===== config.mk =====
export PLATFORM = sky130hd
export DESIGN_NAME = lcdbs_bus_slave
export DESIGN_NICKNAME = d
export VERILOG_FILES = /design/src/rtl/lcdbs_pkg.sv /design/src/rtl/lcdbs_bus_slave.sv /design/src/rtl/lcdbs_ram.sv /design/src/rtl/lcdbs_blinker.sv
export SDC_FILE = /design/constraint.sdc
export NUM_CORES = 1
export LEC_CHECK = 0
export BUFFER_PORTS_ARGS = -buffer_cell sky130_fd_sc_hd__buf_2
export CORE_UTILIZATION = 27
export DETAILED_ROUTE_END_ITERATION = 16
export PLACE_DENSITY = 0.51
export SYNTH_ARGS = -nofsm -noshare
export SYNTH_HDL_FRONTEND = slang
export SYNTH_SLANG_ARGS = --single-unit

===== constraint.sdc =====
create_clock -name clk_sys -period 8.7 [get_ports clk_sys]
set_input_delay 1.305 -clock clk_sys [delete_from_list [all_inputs] [get_ports clk_sys]]
set_output_delay 1.305 -clock clk_sys [all_outputs]
set_load 0.02 [all_outputs]

===== src/rtl/lcdbs_pkg.sv =====
// shared constants, types and decode helpers of the display bus slave
// assumes a single 125 MHz system clock and no register bus
`default_nettype none
package lcdbs_pkg;
  // ********************************************************
  // drive modes and configuration carriers
  // ********************************************************
  typedef enum logic [1:0] {DRV_MUX4 = 2'h0, DRV_STATIC = 2'h1, DRV_MUX2 = 2'h2, DRV_MUX3 = 2'h3} lcdbs_drive_type;
  typedef struct packed {
    logic lowPower; // power-saving divisors
    logic enable; // display on
    logic biasHalf; // half bias select
    lcdbs_drive_type drive; // multiplex mode
  } lcdbs_mode_type;
  typedef struct packed {
    logic alternate; // bank alternation blinking
    logic [1:0] rate; // blink rate select
  } lcdbs_blink_type;
  // ********************************************************
  // sizes, addresses, field positions, reset values
  // ********************************************************
  localparam int RAM_DEPTH = 24;
  localparam int RAM_BITS = 4;
  localparam int BYTE_BITS = 8;
  localparam logic [5:0] ADDR_UPPER = 6'h1F; // high six address bits
  localparam logic [2:0] SYNC_RST = 3'h6; // scl, sda idle high, lsb pin low
  localparam int CONT_BIT = 7;
  localparam int LP_BIT = 4;
  localparam int EN_BIT = 3;
  localparam int BIAS_BIT = 2;
  localparam int IN_BANK_BIT = 1;
  localparam int OUT_BANK_BIT = 0;
  localparam int ALT_BIT = 2;
  localparam logic [1:0] OP_MODE = 2'h2; // bits 6:5
  localparam logic [1:0] OP_POINTER = 2'h0; // bits 6:5
  localparam logic [3:0] OP_DEVSEL = 4'hC; // bits 6:3
  localparam logic [3:0] OP_BLINK = 4'hE; // bits 6:3
  localparam logic [4:0] OP_BANK = 5'h1E; // bits 6:2
  localparam logic [1:0] BANK_BASE = 2'h2; // alternate bank bit
  localparam logic [1:0] RATE_OFF = 2'h0;
  localparam logic [1:0] RATE_2HZ = 2'h1;
  localparam logic [1:0] RATE_1HZ = 2'h2;
  localparam lcdbs_mode_type MODE_RST = '{lowPower: 1'b0, enable: 1'b0, biasHalf: 1'b0, drive: DRV_MUX4};
  // ********************************************************
  // blink divisors, clock cycles per blink period
  // ********************************************************
  localparam int DIV_N_2HZ = 92160;
  localparam int DIV_N_1HZ = 184320;
  localparam int DIV_N_05HZ = 368640;
  localparam int DIV_P_2HZ = 15360;
  localparam int DIV_P_1HZ = 30720;
  localparam int DIV_P_05HZ = 61440;
  // ********************************************************
  // decode helpers
  // ********************************************************
  function automatic logic [2:0] bitsPerAddr(input lcdbs_drive_type d);
    case (d)
      DRV_STATIC: bitsPerAddr = 3'h1;
      DRV_MUX2: bitsPerAddr = 3'h2;
      DRV_MUX3: bitsPerAddr = 3'h3;
      default: bitsPerAddr = 3'h4;
    endcase
  endfunction
  function automatic logic bankable(input lcdbs_drive_type d);
    bankable = (d == DRV_STATIC) || (d == DRV_MUX2);
  endfunction
endpackage
`default_nettype wire


===== src/rtl/lcdbs_bus_slave.sv =====
// two-wire write-only slave of the segment display driver
// assumes open-drain pads resolved outside, row strobe from the
// display timing, and slow pins synchronised here
//
// Overview of operation
// - four-way mux shows bits 0,1,2,3 in turn
// - three-way mux shows bits 0,1,2 in turn
// - two-way shows bits 0,1; static bit 0
// - static alternate output bank shows bit 2
// - two-way alternate output bank shows bits 2,3
// - alternate input bank writes bits 2(,3)
// - input and output bank held separately
// - normal mode blink divisors 92160/184320/368640 or off
// - power-saving blink divisors 15360/30720/61440
// - alternation blinking swaps banks at blink rate
// - display blanked while enable bit cleared
// - start and stop detected while clock high
// - receive only, drive only acknowledge bits and clock stretch
// - acknowledge holds data low through ninth pulse
// - clock held low until byte stored
// - answer address 011111x, lsb from pin
// - address mismatch ignores transfer until start
// - cleared top bit marks last command
// - address and commands acknowledged always when addressed
// - data stored at pointer, pointer advances
// - data acknowledged only on subaddress match
// - after last command all bytes are data
// - pointer advances 8/4/3/2 per byte
// - write only on match, overflow bumps subaddress
// - bank select and alternation ignored in 3/4-way
`default_nettype none
module lcdbs_bus_slave
  import lcdbs_pkg::*;
#(
  parameter int BLINK_N2 = DIV_N_2HZ,
  parameter int BLINK_N1 = DIV_N_1HZ,
  parameter int BLINK_N05 = DIV_N_05HZ,
  parameter int BLINK_P2 = DIV_P_2HZ,
  parameter int BLINK_P1 = DIV_P_1HZ,
  parameter int BLINK_P05 = DIV_P_05HZ
)
(
  input wire logic clk_sys,
  input wire logic arst_n,
  input wire logic sclIn,
  output logic sclOut,
  output logic sclOe,
  input wire logic sdaIn,
  output logic sdaOut,
  output logic sdaOe,
  input wire logic address_lsb_select_pin,
  input wire logic hw_subaddr_bit0,
  input wire logic hw_subaddr_bit1,
  input wire logic hw_subaddr_bit2,
  input wire logic rowAdvance,
  output logic [RAM_DEPTH-1:0] segLatch,
  output logic [1:0] rowIdx,
  output lcdbs_mode_type modeCfg,
  output logic displayOn
);
  // ********************************************************
  // declarations
  // ********************************************************
  typedef enum logic [1:0] {BS_IDLE, BS_SHIFT, BS_ACK, BS_IGNORE} lcdbs_bus_type;
  typedef enum logic [1:0] {KIND_ADDR, KIND_CMD, KIND_DATA} lcdbs_kind_type;

  localparam int SYNC_W = 6; // scl, sda, lsb pin, three subaddress pins

  logic [SYNC_W-1:0] syncMeta; // first stage, read by second only
  logic [SYNC_W-1:0] syncPin; // second stage, safe to use
  logic sclD; // previous synced clock
  logic sdaD; // previous synced data
  logic sclS; // synced clock
  logic sdaS; // synced data
  logic lsbS; // synced address lsb
  logic [2:0] hwSub; // synced hardware subaddress
  logic startEv; // start seen
  logic stopEv; // stop seen
  logic sclRise; // clock rising
  logic sclFall; // clock falling
  lcdbs_bus_type busState; // bit level state
  lcdbs_kind_type kind; // meaning of the byte in flight
  logic [3:0] bitCnt; // bits taken of current byte
  logic [BYTE_BITS-1:0] shiftReg; // incoming byte
  logic byteDone; // eight bits in, clock fell
  logic addrHit; // address matches this device
  logic ackNow; // acknowledge the finished byte
  logic cmdStrobe; // a command byte completed
  logic dataStrobe; // a data byte completed
  lcdbs_blink_type blinkCfg; // blink command state
  logic inBank; // input bank choice
  logic outBank; // output bank choice
  logic [4:0] dataPtr; // ram address of next write
  logic [2:0] subCnt; // subaddress counter
  logic storeBusy; // byte being scattered into ram
  logic [BYTE_BITS-1:0] storeShift; // bits still to place
  logic [3:0] storeLeft; // count of bits still to place
  logic [2:0] width; // ram bits per address
  logic [1:0] inBase; // first ram bit written
  logic [1:0] outBase; // first ram bit shown
  logic [3:0] take; // bits placed this cycle
  logic ramWe; // ram write enable
  logic [RAM_BITS-1:0] ramMask; // ram bits touched
  logic [RAM_BITS-1:0] ramData; // ram bits written
  logic [RAM_DEPTH-1:0] column; // selected ram column
  logic blinkPhase; // blink half period
  logic swapBank; // alternation swap active
  logic blankNow; // blinking blank half
  logic [2:0] rowsLast; // last row of current mode

  // ********************************************************
  // pin synchronisers and bus conditions
  // ********************************************************
  // two flops on every pin before any logic reads it
  always_ff @(posedge clk_sys or negedge arst_n)
  begin
    if (!arst_n)
    begin
      syncMeta <= {SYNC_RST, 3'h0};
      syncPin <= {SYNC_RST, 3'h0};
    end
    else
    begin
      syncMeta <= {sclIn, sdaIn, address_lsb_select_pin, hw_subaddr_bit2, hw_subaddr_bit1, hw_subaddr_bit0};
      syncPin <= syncMeta;
    end
  end

  // previous values for edge detection
  always_ff @(posedge clk_sys or negedge arst_n)
  begin
    if (!arst_n)
    begin
      sclD <= 1'b1;
      sdaD <= 1'b1;
    end
    else
    begin
      sclD <= sclS;
      sdaD <= sdaS;
    end
  end

  assign sclS = syncPin[5];
  assign sdaS = syncPin[4];
  assign lsbS = syncPin[3];
  assign hwSub = syncPin[2:0];
  // data edges with clock steady high are control conditions
  assign startEv = sclS && sclD && sdaD && !sdaS;
  assign stopEv = sclS && sclD && !sdaD && sdaS;
  assign sclRise = sclS && !sclD;
  assign sclFall = !sclS && sclD;

  // ********************************************************
  // byte reception and acknowledge
  // ********************************************************
  assign byteDone = (busState == BS_SHIFT) && sclFall && (bitCnt == 4'(BYTE_BITS));
  // write direction only; a read request is left alone
  assign addrHit = (shiftReg[7:1] == {ADDR_UPPER, lsbS}) && !shiftReg[0];

  // which finished byte gets an acknowledge
  always_comb
  begin
    case (kind)
      KIND_ADDR: ackNow = addrHit;
      KIND_CMD: ackNow = 1'b1;
      KIND_DATA: ackNow = (subCnt == hwSub);
      default: ackNow = 1'b0;
    endcase
  end

  assign cmdStrobe = byteDone && (kind == KIND_CMD);
  assign dataStrobe = byteDone && (kind == KIND_DATA);

  // bit level sequencing, acknowledge drive is its only output
  always_ff @(posedge clk_sys or negedge arst_n)
  begin
    if (!arst_n)
    begin
      busState <= BS_IDLE;
      kind <= KIND_ADDR;
      bitCnt <= '0;
      shiftReg <= '0;
      sdaOe <= 1'b0;
    end
    else if (startEv)
    begin
      // partial byte dropped, new address expected
      busState <= BS_SHIFT;
      kind <= KIND_ADDR;
      bitCnt <= '0;
      sdaOe <= 1'b0;
    end
    else if (stopEv)
    begin
      busState <= BS_IDLE;
      kind <= KIND_ADDR;
      bitCnt <= '0;
      sdaOe <= 1'b0;
    end
    else
    begin
      case (busState)
        BS_SHIFT:
        begin
          // sample on rising clock, msb first
          if (sclRise && (bitCnt < 4'(BYTE_BITS)))
          begin
            shiftReg <= {shiftReg[BYTE_BITS-2:0], sdaS};
            bitCnt <= bitCnt + 1'b1;
          end
          if (byteDone)
          begin
            bitCnt <= '0;
            if ((kind == KIND_ADDR) && !addrHit)
            begin
              busState <= BS_IGNORE;
            end
            else
            begin
              busState <= BS_ACK;
              sdaOe <= ackNow;
            end
            // next byte meaning
            if (kind == KIND_ADDR)
            begin
              kind <= KIND_CMD;
            end
            else if ((kind == KIND_CMD) && !shiftReg[CONT_BIT])
            begin
              kind <= KIND_DATA;
            end
          end
        end
        BS_ACK:
        begin
          // release after the falling edge of the ninth pulse
          if (sclFall)
          begin
            sdaOe <= 1'b0;
            busState <= BS_SHIFT;
          end
        end
        BS_IGNORE:
        begin
          sdaOe <= 1'b0;
        end
        default:
        begin
          sdaOe <= 1'b0;
        end
      endcase
    end
  end

  // open-drain: only ever pull low
  assign sdaOut = 1'b0;
  assign sclOut = 1'b0;
  // clock stretched while the ram scatter runs
  assign sclOe = storeBusy;

  // ********************************************************
  // command decoding
  // ********************************************************
  // mode, bank and blink settings
  always_ff @(posedge clk_sys or negedge arst_n)
  begin
    if (!arst_n)
    begin
      modeCfg <= MODE_RST;
      blinkCfg <= '0;
      inBank <= 1'b0;
      outBank <= 1'b0;
    end
    else if (cmdStrobe)
    begin
      if (shiftReg[6:5] == OP_MODE)
      begin
        modeCfg.lowPower <= shiftReg[LP_BIT];
        modeCfg.enable <= shiftReg[EN_BIT];
        modeCfg.biasHalf <= shiftReg[BIAS_BIT];
        modeCfg.drive <= lcdbs_drive_type'(shiftReg[1:0]);
      end
      else if ((shiftReg[6:2] == OP_BANK) && bankable(modeCfg.drive))
      begin
        // each bank kept apart, ignored in 3/4-way
        inBank <= shiftReg[IN_BANK_BIT];
        outBank <= shiftReg[OUT_BANK_BIT];
      end
      else if (shiftReg[6:3] == OP_BLINK)
      begin
        blinkCfg.alternate <= shiftReg[ALT_BIT];
        blinkCfg.rate <= shiftReg[1:0];
      end
    end
  end

  // ********************************************************
  // data storage engine
  // ********************************************************
  assign width = bitsPerAddr(modeCfg.drive);
  assign inBase = (bankable(modeCfg.drive) && inBank) ? BANK_BASE : 2'h0;
  assign take = (storeLeft < {1'b0, width}) ? storeLeft : {1'b0, width};

  // pointer, subaddress counter and byte scatter, one address a cycle
  always_ff @(posedge clk_sys or negedge arst_n)
  begin
    if (!arst_n)
    begin
      dataPtr <= '0;
      subCnt <= '0;
      storeBusy <= 1'b0;
      storeShift <= '0;
      storeLeft <= '0;
    end
    else if (dataStrobe)
    begin
      storeShift <= shiftReg;
      storeLeft <= 4'(BYTE_BITS);
      storeBusy <= 1'b1;
    end
    else if (cmdStrobe && (shiftReg[6:5] == OP_POINTER))
    begin
      dataPtr <= shiftReg[4:0];
    end
    else if (cmdStrobe && (shiftReg[6:3] == OP_DEVSEL))
    begin
      subCnt <= shiftReg[2:0];
    end
    else if (storeBusy)
    begin
      // pointer steps per address, so per byte 8/4/3/2
      if (dataPtr >= 5'(RAM_DEPTH - 1))
      begin
        dataPtr <= '0;
        subCnt <= subCnt + 1'b1;
      end
      else
      begin
        dataPtr <= dataPtr + 1'b1;
      end
      storeShift <= storeShift << take;
      storeLeft <= storeLeft - take;
      if (storeLeft <= {1'b0, width})
      begin
        storeBusy <= 1'b0;
      end
    end
  end

  // ram write word, msb of the byte into the lowest used bit
  always_comb
  begin
    ramMask = '0;
    ramData = '0;
    for (int i = 0; i < RAM_BITS; i++)
    begin
      if ((4'(i) < take) && ((i + int'(inBase)) < RAM_BITS))
      begin
        ramMask[2'(i + int'(inBase))] = 1'b1;
        ramData[2'(i + int'(inBase))] = storeShift[BYTE_BITS-1-i];
      end
    end
  end

  // write inhibited on subaddress mismatch, pointer still moves
  assign ramWe = storeBusy && (subCnt == hwSub);

  lcdbs_ram uRam (
    .clk_sys(clk_sys),
    .arst_n(arst_n),
    .wrEn(ramWe),
    .wrAddr(dataPtr),
    .wrMask(ramMask),
    .wrData(ramData),
    .rdBit(2'(rowIdx + outBase)),
    .rdColumn(column)
  );

  // ********************************************************
  // blinking
  // ********************************************************
  lcdbs_blinker #(
    .N2(BLINK_N2),
    .N1(BLINK_N1),
    .N05(BLINK_N05),
    .P2(BLINK_P2),
    .P1(BLINK_P1),
    .P05(BLINK_P05)
  ) uBlink (
    .clk_sys(clk_sys),
    .arst_n(arst_n),
    .powerSave(modeCfg.lowPower),
    .rate(blinkCfg.rate),
    .phase(blinkPhase)
  );

  // alternation in static and two-way, plain blanking otherwise
  assign swapBank = blinkCfg.alternate && bankable(modeCfg.drive) && blinkPhase;
  assign blankNow = !(blinkCfg.alternate && bankable(modeCfg.drive)) && blinkPhase;
  assign outBase = (bankable(modeCfg.drive) && (outBank ^ swapBank)) ? BANK_BASE : 2'h0;

  // ********************************************************
  // multiplex scan and display latch
  // ********************************************************
  // last row index: static 0, two-way 1, three-way 2, four-way 3
  assign rowsLast = width - 3'h1;

  // row counter steps on each strobe and wraps per mode
  always_ff @(posedge clk_sys or negedge arst_n)
  begin
    if (!arst_n)
    begin
      rowIdx <= '0;
    end
    else if ({1'b0, rowIdx} > rowsLast)
    begin
      rowIdx <= '0;
    end
    else if (rowAdvance)
    begin
      rowIdx <= ({1'b0, rowIdx} == rowsLast) ? 2'h0 : rowIdx + 1'b1;
    end
  end

  // latch the column for the current row, blank when disabled
  always_ff @(posedge clk_sys or negedge arst_n)
  begin
    if (!arst_n)
    begin
      segLatch <= '0;
      displayOn <= 1'b0;
    end
    else
    begin
      displayOn <= modeCfg.enable && !blankNow;
      segLatch <= (modeCfg.enable && !blankNow) ? column : '0;
    end
  end
endmodule
`default_nettype wire


===== src/rtl/lcdbs_ram.sv =====
// display ram, 24 words of 4 bits, masked write, column read
// assumes writes come from the storage engine on the same clock
`default_nettype none
module lcdbs_ram
  import lcdbs_pkg::*;
(
  input wire logic clk_sys,
  input wire logic arst_n,
  input wire logic wrEn,
  input wire logic [4:0] wrAddr,
  input wire logic [RAM_BITS-1:0] wrMask,
  input wire logic [RAM_BITS-1:0] wrData,
  input wire logic [1:0] rdBit,
  output logic [RAM_DEPTH-1:0] rdColumn
);
  // ********************************************************
  // storage array
  // ********************************************************
  logic [RAM_BITS-1:0] mem [RAM_DEPTH]; // segment words

  // masked write, untouched bits keep their value
  always_ff @(posedge clk_sys or negedge arst_n)
  begin
    if (!arst_n)
    begin
      for (int i = 0; i < RAM_DEPTH; i++)
        mem[i] <= '0;
    end
    else if (wrEn && (wrAddr < 5'(RAM_DEPTH)))
    begin
      mem[wrAddr] <= (mem[wrAddr] & ~wrMask) | (wrData & wrMask);
    end
  end

  // one bit of every word forms a column
  generate
    for (genvar g = 0; g < RAM_DEPTH; g++)
    begin : gCol
      assign rdColumn[g] = mem[g][rdBit];
    end
  endgenerate
endmodule
`default_nettype wire


===== src/rtl/lcdbs_blinker.sv =====
// blink phase generator, free running from the system clock
// assumes rate and power mode come from the command decoder
`default_nettype none
module lcdbs_blinker
  import lcdbs_pkg::*;
#(
  parameter int N2 = DIV_N_2HZ,
  parameter int N1 = DIV_N_1HZ,
  parameter int N05 = DIV_N_05HZ,
  parameter int P2 = DIV_P_2HZ,
  parameter int P1 = DIV_P_1HZ,
  parameter int P05 = DIV_P_05HZ,
  parameter int CNT_W = 19
)
(
  input wire logic clk_sys,
  input wire logic arst_n,
  input wire logic powerSave,
  input wire logic [1:0] rate,
  output logic phase
);
  logic [CNT_W-1:0] cnt; // cycles in current half period
  logic [CNT_W-1:0] halfLast; // terminal count of half period

  // ********************************************************
  // divisor choice, follows power mode at once
  // ********************************************************
  always_comb
  begin
    case (rate)
      RATE_2HZ: halfLast = CNT_W'((powerSave ? P2 : N2) / 2 - 1);
      RATE_1HZ: halfLast = CNT_W'((powerSave ? P1 : N1) / 2 - 1);
      default: halfLast = CNT_W'((powerSave ? P05 : N05) / 2 - 1);
    endcase
  end

  // half-period counter, compare with >= so a shrink is taken at once
  always_ff @(posedge clk_sys or negedge arst_n)
  begin
    if (!arst_n)
    begin
      cnt <= '0;
      phase <= 1'b0;
    end
    else if (rate == RATE_OFF)
    begin
      cnt <= '0;
      phase <= 1'b0;
    end
    else if (cnt >= halfLast)
    begin
      cnt <= '0;
      phase <= ~phase;
    end
    else
    begin
      cnt <= cnt + 1'b1;
    end
  end
endmodule
`default_nettype wire


Word level (Yosys, flattened, before mapping) --
Cells that the tools add are included.
Cells by class: magnitude comparators 26, $add $sub $neg 17, multiply operators 0, muxes and demuxes 133, divide/modulo/power cells 0, shift operators 1, equality and inequality tests 23, bitwise gates (word level) 20, reductions and logical operators 71
Operator list (count):
- bitwise mux 96 bit | 1
- less-than comparator 32 x 4 -> 1 bit, second input constant | 3
- 2-to-1 mux 4 bit | 21
- 2-to-1 mux 19 bit | 3
- subtractor 19 x 2 -> 19 bit, second input constant | 3
- binary-select mux 1 bit (select 2 bit) | 24
- 2-to-1 mux 1 bit | 41
- one-hot mux 19 bit (2 select lines) | 1
- logical AND 1 bit | 35
- 2-to-1 mux 8 bit | 4
- 2-to-1 mux 2 bit | 15
- 2-to-1 mux 24 bit | 1
- binary-select mux 4 bit (select 5 bit) | 1
- demux 4 bit (select 5 bit) | 1
- 2-to-1 mux 5 bit | 4
- adder 18 x 1 -> 19 bit | 1
- adder 19 x 1 -> 19 bit, second input constant | 1
- >= comparator 19 bit | 1
- adder 17 x 1 -> 18 bit | 1
- 2-to-1 mux 18 bit | 1
- AND reduction 3 bit | 6
- adder 16 x 1 -> 17 bit | 1
- 2-to-1 mux 17 bit | 1
- less-than comparator 2 x 4 -> 1 bit, second input constant | 4
- 53 further kinds | 116
Storage, ports and cells: register bits 205, bits in read-only memories 0, memory bits (writable) 0, bits in latches 0, memories kept 0

Depth between registers and ports, before layout --
depth in word-level cells 19, gate-level depth with buffers 16

By module --
From an unflattened synthesis, not the netlist that was laid out.
Second synthesis, totals: cells, all modules 979, area total of the unflattened synthesis 11310.8 um2
By module, submodules not included:
- lcdbs_ram | instances 1, cells an instance 413, seq. area each 2402.3 um2, area each 5387.7 um2
- lcdbs_bus_slave | instances 1, cells an instance 424, seq. area each 2234.6 um2, area each 4536.9 um2
- lcdbs_blinker | instances 1, cells an instance 142, seq. area each 500.5 um2, area each 1386.3 um2

Worst setup path after synthesis --
OpenSTA, ideal clock, no wires.
path type flip-flop to flip-flop, from register modeCfg[1] (netlist name), to register storeLeft[3], path slack 5.303 ns, library setup time 0.129 ns, arrival time 3.267 ns, required time 8.571 ns, stages on the path, launching flop included 16, period minus slack after synthesis 3.397 ns, path through dfrtp_1 inv_1 ha_1 o21bai_1 inv_1 ha_1 nand3b_2 and2_1 buf_6 o31ai_2 inv_1 ha_1 a21o_1 a211oi_1 xnor2_1 nand2_1
Between the ends: cells in the longest elaborated chain, start to end 9, elaborated cells on any way between the ends 11, those cells by class 1 x add/sub; 1 x order compare; 3 x eq/ne; 6 x mux
Ends and longest elaborated chain:
- from (decl) | RTL line lcdbs_bus_slave.sv:58 | output lcdbs_mode_type modeCfg,
- == test 2 bit / == test 2 x 1 -> 1 bit (equally long branches) | RTL line lcdbs_pkg.sv:57 | case (d)
- one-hot mux 3 bit (3 select lines) (*) | RTL line lcdbs_pkg.sv:57
- less-than comparator 4 x 3 -> 1 bit | RTL line lcdbs_bus_slave.sv:303 | assign take = (storeLeft < {1'b0, width}) ? storeLeft : {1'b0, width};
- 2-to-1 mux 4 bit (*) | RTL line lcdbs_bus_slave.sv:303
- subtractor 4 bit (*) | RTL line lcdbs_bus_slave.sv:343 | storeLeft <= storeLeft - take;
- 2-to-1 mux 4 bit (*) | RTL line lcdbs_bus_slave.sv:330 | else if (storeBusy)
- 2-to-1 mux 4 bit (*) | RTL line lcdbs_bus_slave.sv:326 | else if (cmdStrobe && (shiftReg[6:3] == OP_DEVSEL))
- 2-to-1 mux 4 bit (*) | RTL line lcdbs_bus_slave.sv:322 | else if (cmdStrobe && (shiftReg[6:5] == OP_POINTER))
- 2-to-1 mux 4 bit (*) | RTL line lcdbs_bus_slave.sv:316 | else if (dataStrobe)
- to (signal assigned) | RTL line lcdbs_bus_slave.sv:319 | storeLeft <= 4'(BYTE_BITS);
- to (signal assigned) | RTL line lcdbs_bus_slave.sv:343
- to (decl) | RTL line lcdbs_bus_slave.sv:97 | logic [3:0] storeLeft;
Mark *: on every way between the ends. The rest lies on a longest branch, timed or not. The select of a mux whose other input is x is not followed. A chain may end at the register's enable or synchronous reset.

Final worst setup path --
Same ends and word-level chain as after synthesis.

==> summary.txt <==
Via count -> 7138
Tcrit/Tclk final -> 43.7%
VDD IR max -> 0.152 mV
Final setup vio count -> 0
Largest family of logic cells by synthesized area -> multiplexers
Final ANT Viol Nets -> 0
Setup bufs post-CTS -> 0
# H-tree levels -> 1
Unique masters post-synth -> 73
Share of cells above drive strength 1 -> 29.5%
Global-route usage over all layers -> 13.3%
CP arrival -> 4.20 ns
WP data required -> 9.09 ns
Final hold vios -> 0
Wire length per cell -> 18.2 um
Unrepaired setup endpoints after global routing -> false
Leakage -> 0.00572 uW
FF+latch count, synth -> 205
Post-Syn Area -> 10800 um^2
Compound-Gate Fraction of Synth Area -> 8.22%
Core footprint -> 39600 um^2
Min-Delay Startpoint -> syncMeta[3]
Final core area utilization -> 31.4%
Largest net degree at the start of global routing -> 103
Mux cell area share after synthesis -> 23.0%
Simple-gate share of the synthesized area -> 10.3%
Register area share after synthesis -> 47.4%
CTS root buf -> clkbuf_16
Post-synth EDFFs -> 0
Worst slew margin -> 31.8%
Worst setup path start -> modeCfg[1]
DRC Markers -> 0
Dpl hpwl -> 17.7 mm
Worst setup EP type -> register
Most used DFF post-synth -> dfrtp_1
Worst hold path class -> reg2reg
Die width -> 202 um
Area Growth Syn to Fin -> 15.0%
Max Clock Skew -> 0.0154 ns
Mapped Cells -> 873
Fin area -> 12500 um^2
DRT Pass-1 Iters -> 5
Average size of a mapped cell -> 12.4 um^2
Final Critical Period -> 3.80 ns
Crit Path Category -> reg2reg
Clk_lat worst skew -> 0.54 ns
Post-DP Area -> 11600 um^2
Run status -> complete, no violations
Full die area -> 40900 um^2
TNS Setup -> 0 ns
Total CTS buffers -> 25
I/O pins -> 45
Diodes inserted -> 0
Startpoint Class -> register
WL final -> 26.5 mm
Initial antenna violation count -> 0
IO Port Bufs -> 42
Reg-to-Reg Start -> modeCfg[1]
PD cells -> 195 nW/um^2
CTS tree -> yes
Total power -> 2430 uW
Nets -> 960
Top-count cell post-synth -> dfrtp_1
Final Wtd Congestion -> 0.794
MaxCap Viol Count -> 0
Clock Sinks -> 205
Clk pin slew, worst setup/hold paths -> 0.06 ns
Synth top area cells -> dfrtp_1 (46%), mux2_2 (12%), mux4_2 (7.3%)
Die Y -> 202 um
Vias in the first global route -> 7375
Fmax -> 263 MHz
Vias per Instance -> 4.91
Site Rows -> 73
Area share of the largest cell type after synthesis -> 46.0%
Yosys warns -> 0
Clock buffer depth -> 3
CP max FO -> 9
Initial cell density of the core -> 27.3%
Slew at the pin with the worst max-slew slack -> 1.02 ns
Area share of xor/xnor cells in the synthesized design -> 2.26%
Hold_buf cts -> 0
First-pass GRT wire length -> 43.1 mm
Fraction of registers with async set/reset -> 100%
Post-Synth Adder-Cell Area -> 4.92%
Most area-hungry cell type in the Yosys netlist -> dfrtp_1
Final slew viol count -> 0
Initial drt markers -> 388
# fillers -> 4027
Congestion Overflow GR -> 0
# resized after CTS -> 0
Post-synth top cells -> dfrtp_1 (199), mux2_2 (112), nor2_1 (47)
==> per-stage QoR <==
stage / worst slack, ns / hold WS, ns / instances
2_1_floorplan: 5.30 / 0.331 / 874
3_3_place_gp: 5.06 / 0.338 / 1407
3_5_place_dp: 4.91 / 0.335 / 1407
4_1_cts: 4.90 / 0.350 / 1453
5_1_grt: 4.66 / 0.361 / 1453
6_report: 4.90 / 0.347 / 1453
==> routing by layer <==
layer | share of wire (%) | global-route usage [%] | wire (um) | vias up
li1 | - | - | - | 3273
met4 | 1.8 | 3.36 | 483 | 0
met5 | 0 | 0 | 0 | -
met3 | 3.2 | 2.03 | 850 | 30
met1 | 47 | 18.7 | 12500 | 3720
met2 | 48 | 21.4 | 12600 | 115
==> cell families after synthesis <==
family                     Yosys count
and+or+nand+nor                    214
DFF                                205
muxes                              169
AOI/OAI and AO/OA                  128
buffers and inverters               86
adders and majority gates           42
xor gates and xnor gates            28
other                                1
==> layout by cell type (no fill, tap or decap), types with 18 or more instances in the layout <==
cell type	instances
a21oi_1	21
a22oi_1	18
and2_1	27
buf_2	41
clkbuf_16	25
dfrtp_1	199
ha_1	41
inv_1	36
mux2_2	112
mux4_2	35
nand2_1	46
nand3_1	35
nor2_1	47
o21ai_0	30
==> registers in the layout (all words and copies together) (netlist names), 4 cells and up <==
| signal | flops |
|---|---|
| bitCnt | 4 |
| segLatch | 24 |
| uRam.mem | 96 |
| syncMeta | 6 |
| storeShift | 8 |
| storeLeft | 4 |
| shiftReg | 8 |
| syncPin | 6 |
| dataPtr | 5 |
| modeCfg | 5 |
| uBlink.cnt | 19 |
==> worst paths after layout <==
kind | to | slack [ns] | cells past startpoint
worst min-delay path | syncPin[3] | 0.35 | 0
max in group asynchronous | modeCfg[1] | 6.58 | 2
min in group asynchronous | segLatch[4] | 0.83 | 1
worst min register to register | syncPin[3] | 0.35 | 0
worst max-delay path | storeLeft[3] | 4.90 | 14
worst max register to register | storeLeft[3] | 4.90 | 14
==> where the power goes <==
group / internal, uW / switching (uW) / leakage [uW] / total (uW)
clock: 690 / 426 / 0.000437 / 1120
combinational: 109 / 149 / 0.00247 / 258
sequential: 989 / 67.4 / 0.00281 / 1060
total: 1790 / 643 / 0.00572 / 2430
==> area by class of cell <==
| cell class | instances | area (um^2) | area share, % |
|---|---|---|---|
| inverters | 37 | 139 | 1.11 |
| multi-input cells | 583 | 5310 | 42.6 |
| clock buffers | 33 | 706 | 5.66 |
| clock inverters | 13 | 175 | 1.41 |
| well taps | 525 | 657 | 5.27 |
| flip-flops and latches | 205 | 5140 | 41.2 |
| repair buffers | 57 | 332 | 2.66 |
==> worst max-delay path, cell delays in order (launching register included) <==
cell and delay (ns):
dfrtp_1 0.41, inv_1 0.15, ha_1 0.27, o21bai_1 0.23, inv_1 0.09, ha_1 0.19, nand3b_2 0.25, and2_1 0.31
o31ai_2 0.62, inv_1 0.18, ha_1 0.31, a21o_1 0.17, a211oi_1 0.27, xnor2_1 0.15, nand2_1 0.07
Power figures use the tool's default switching activity.
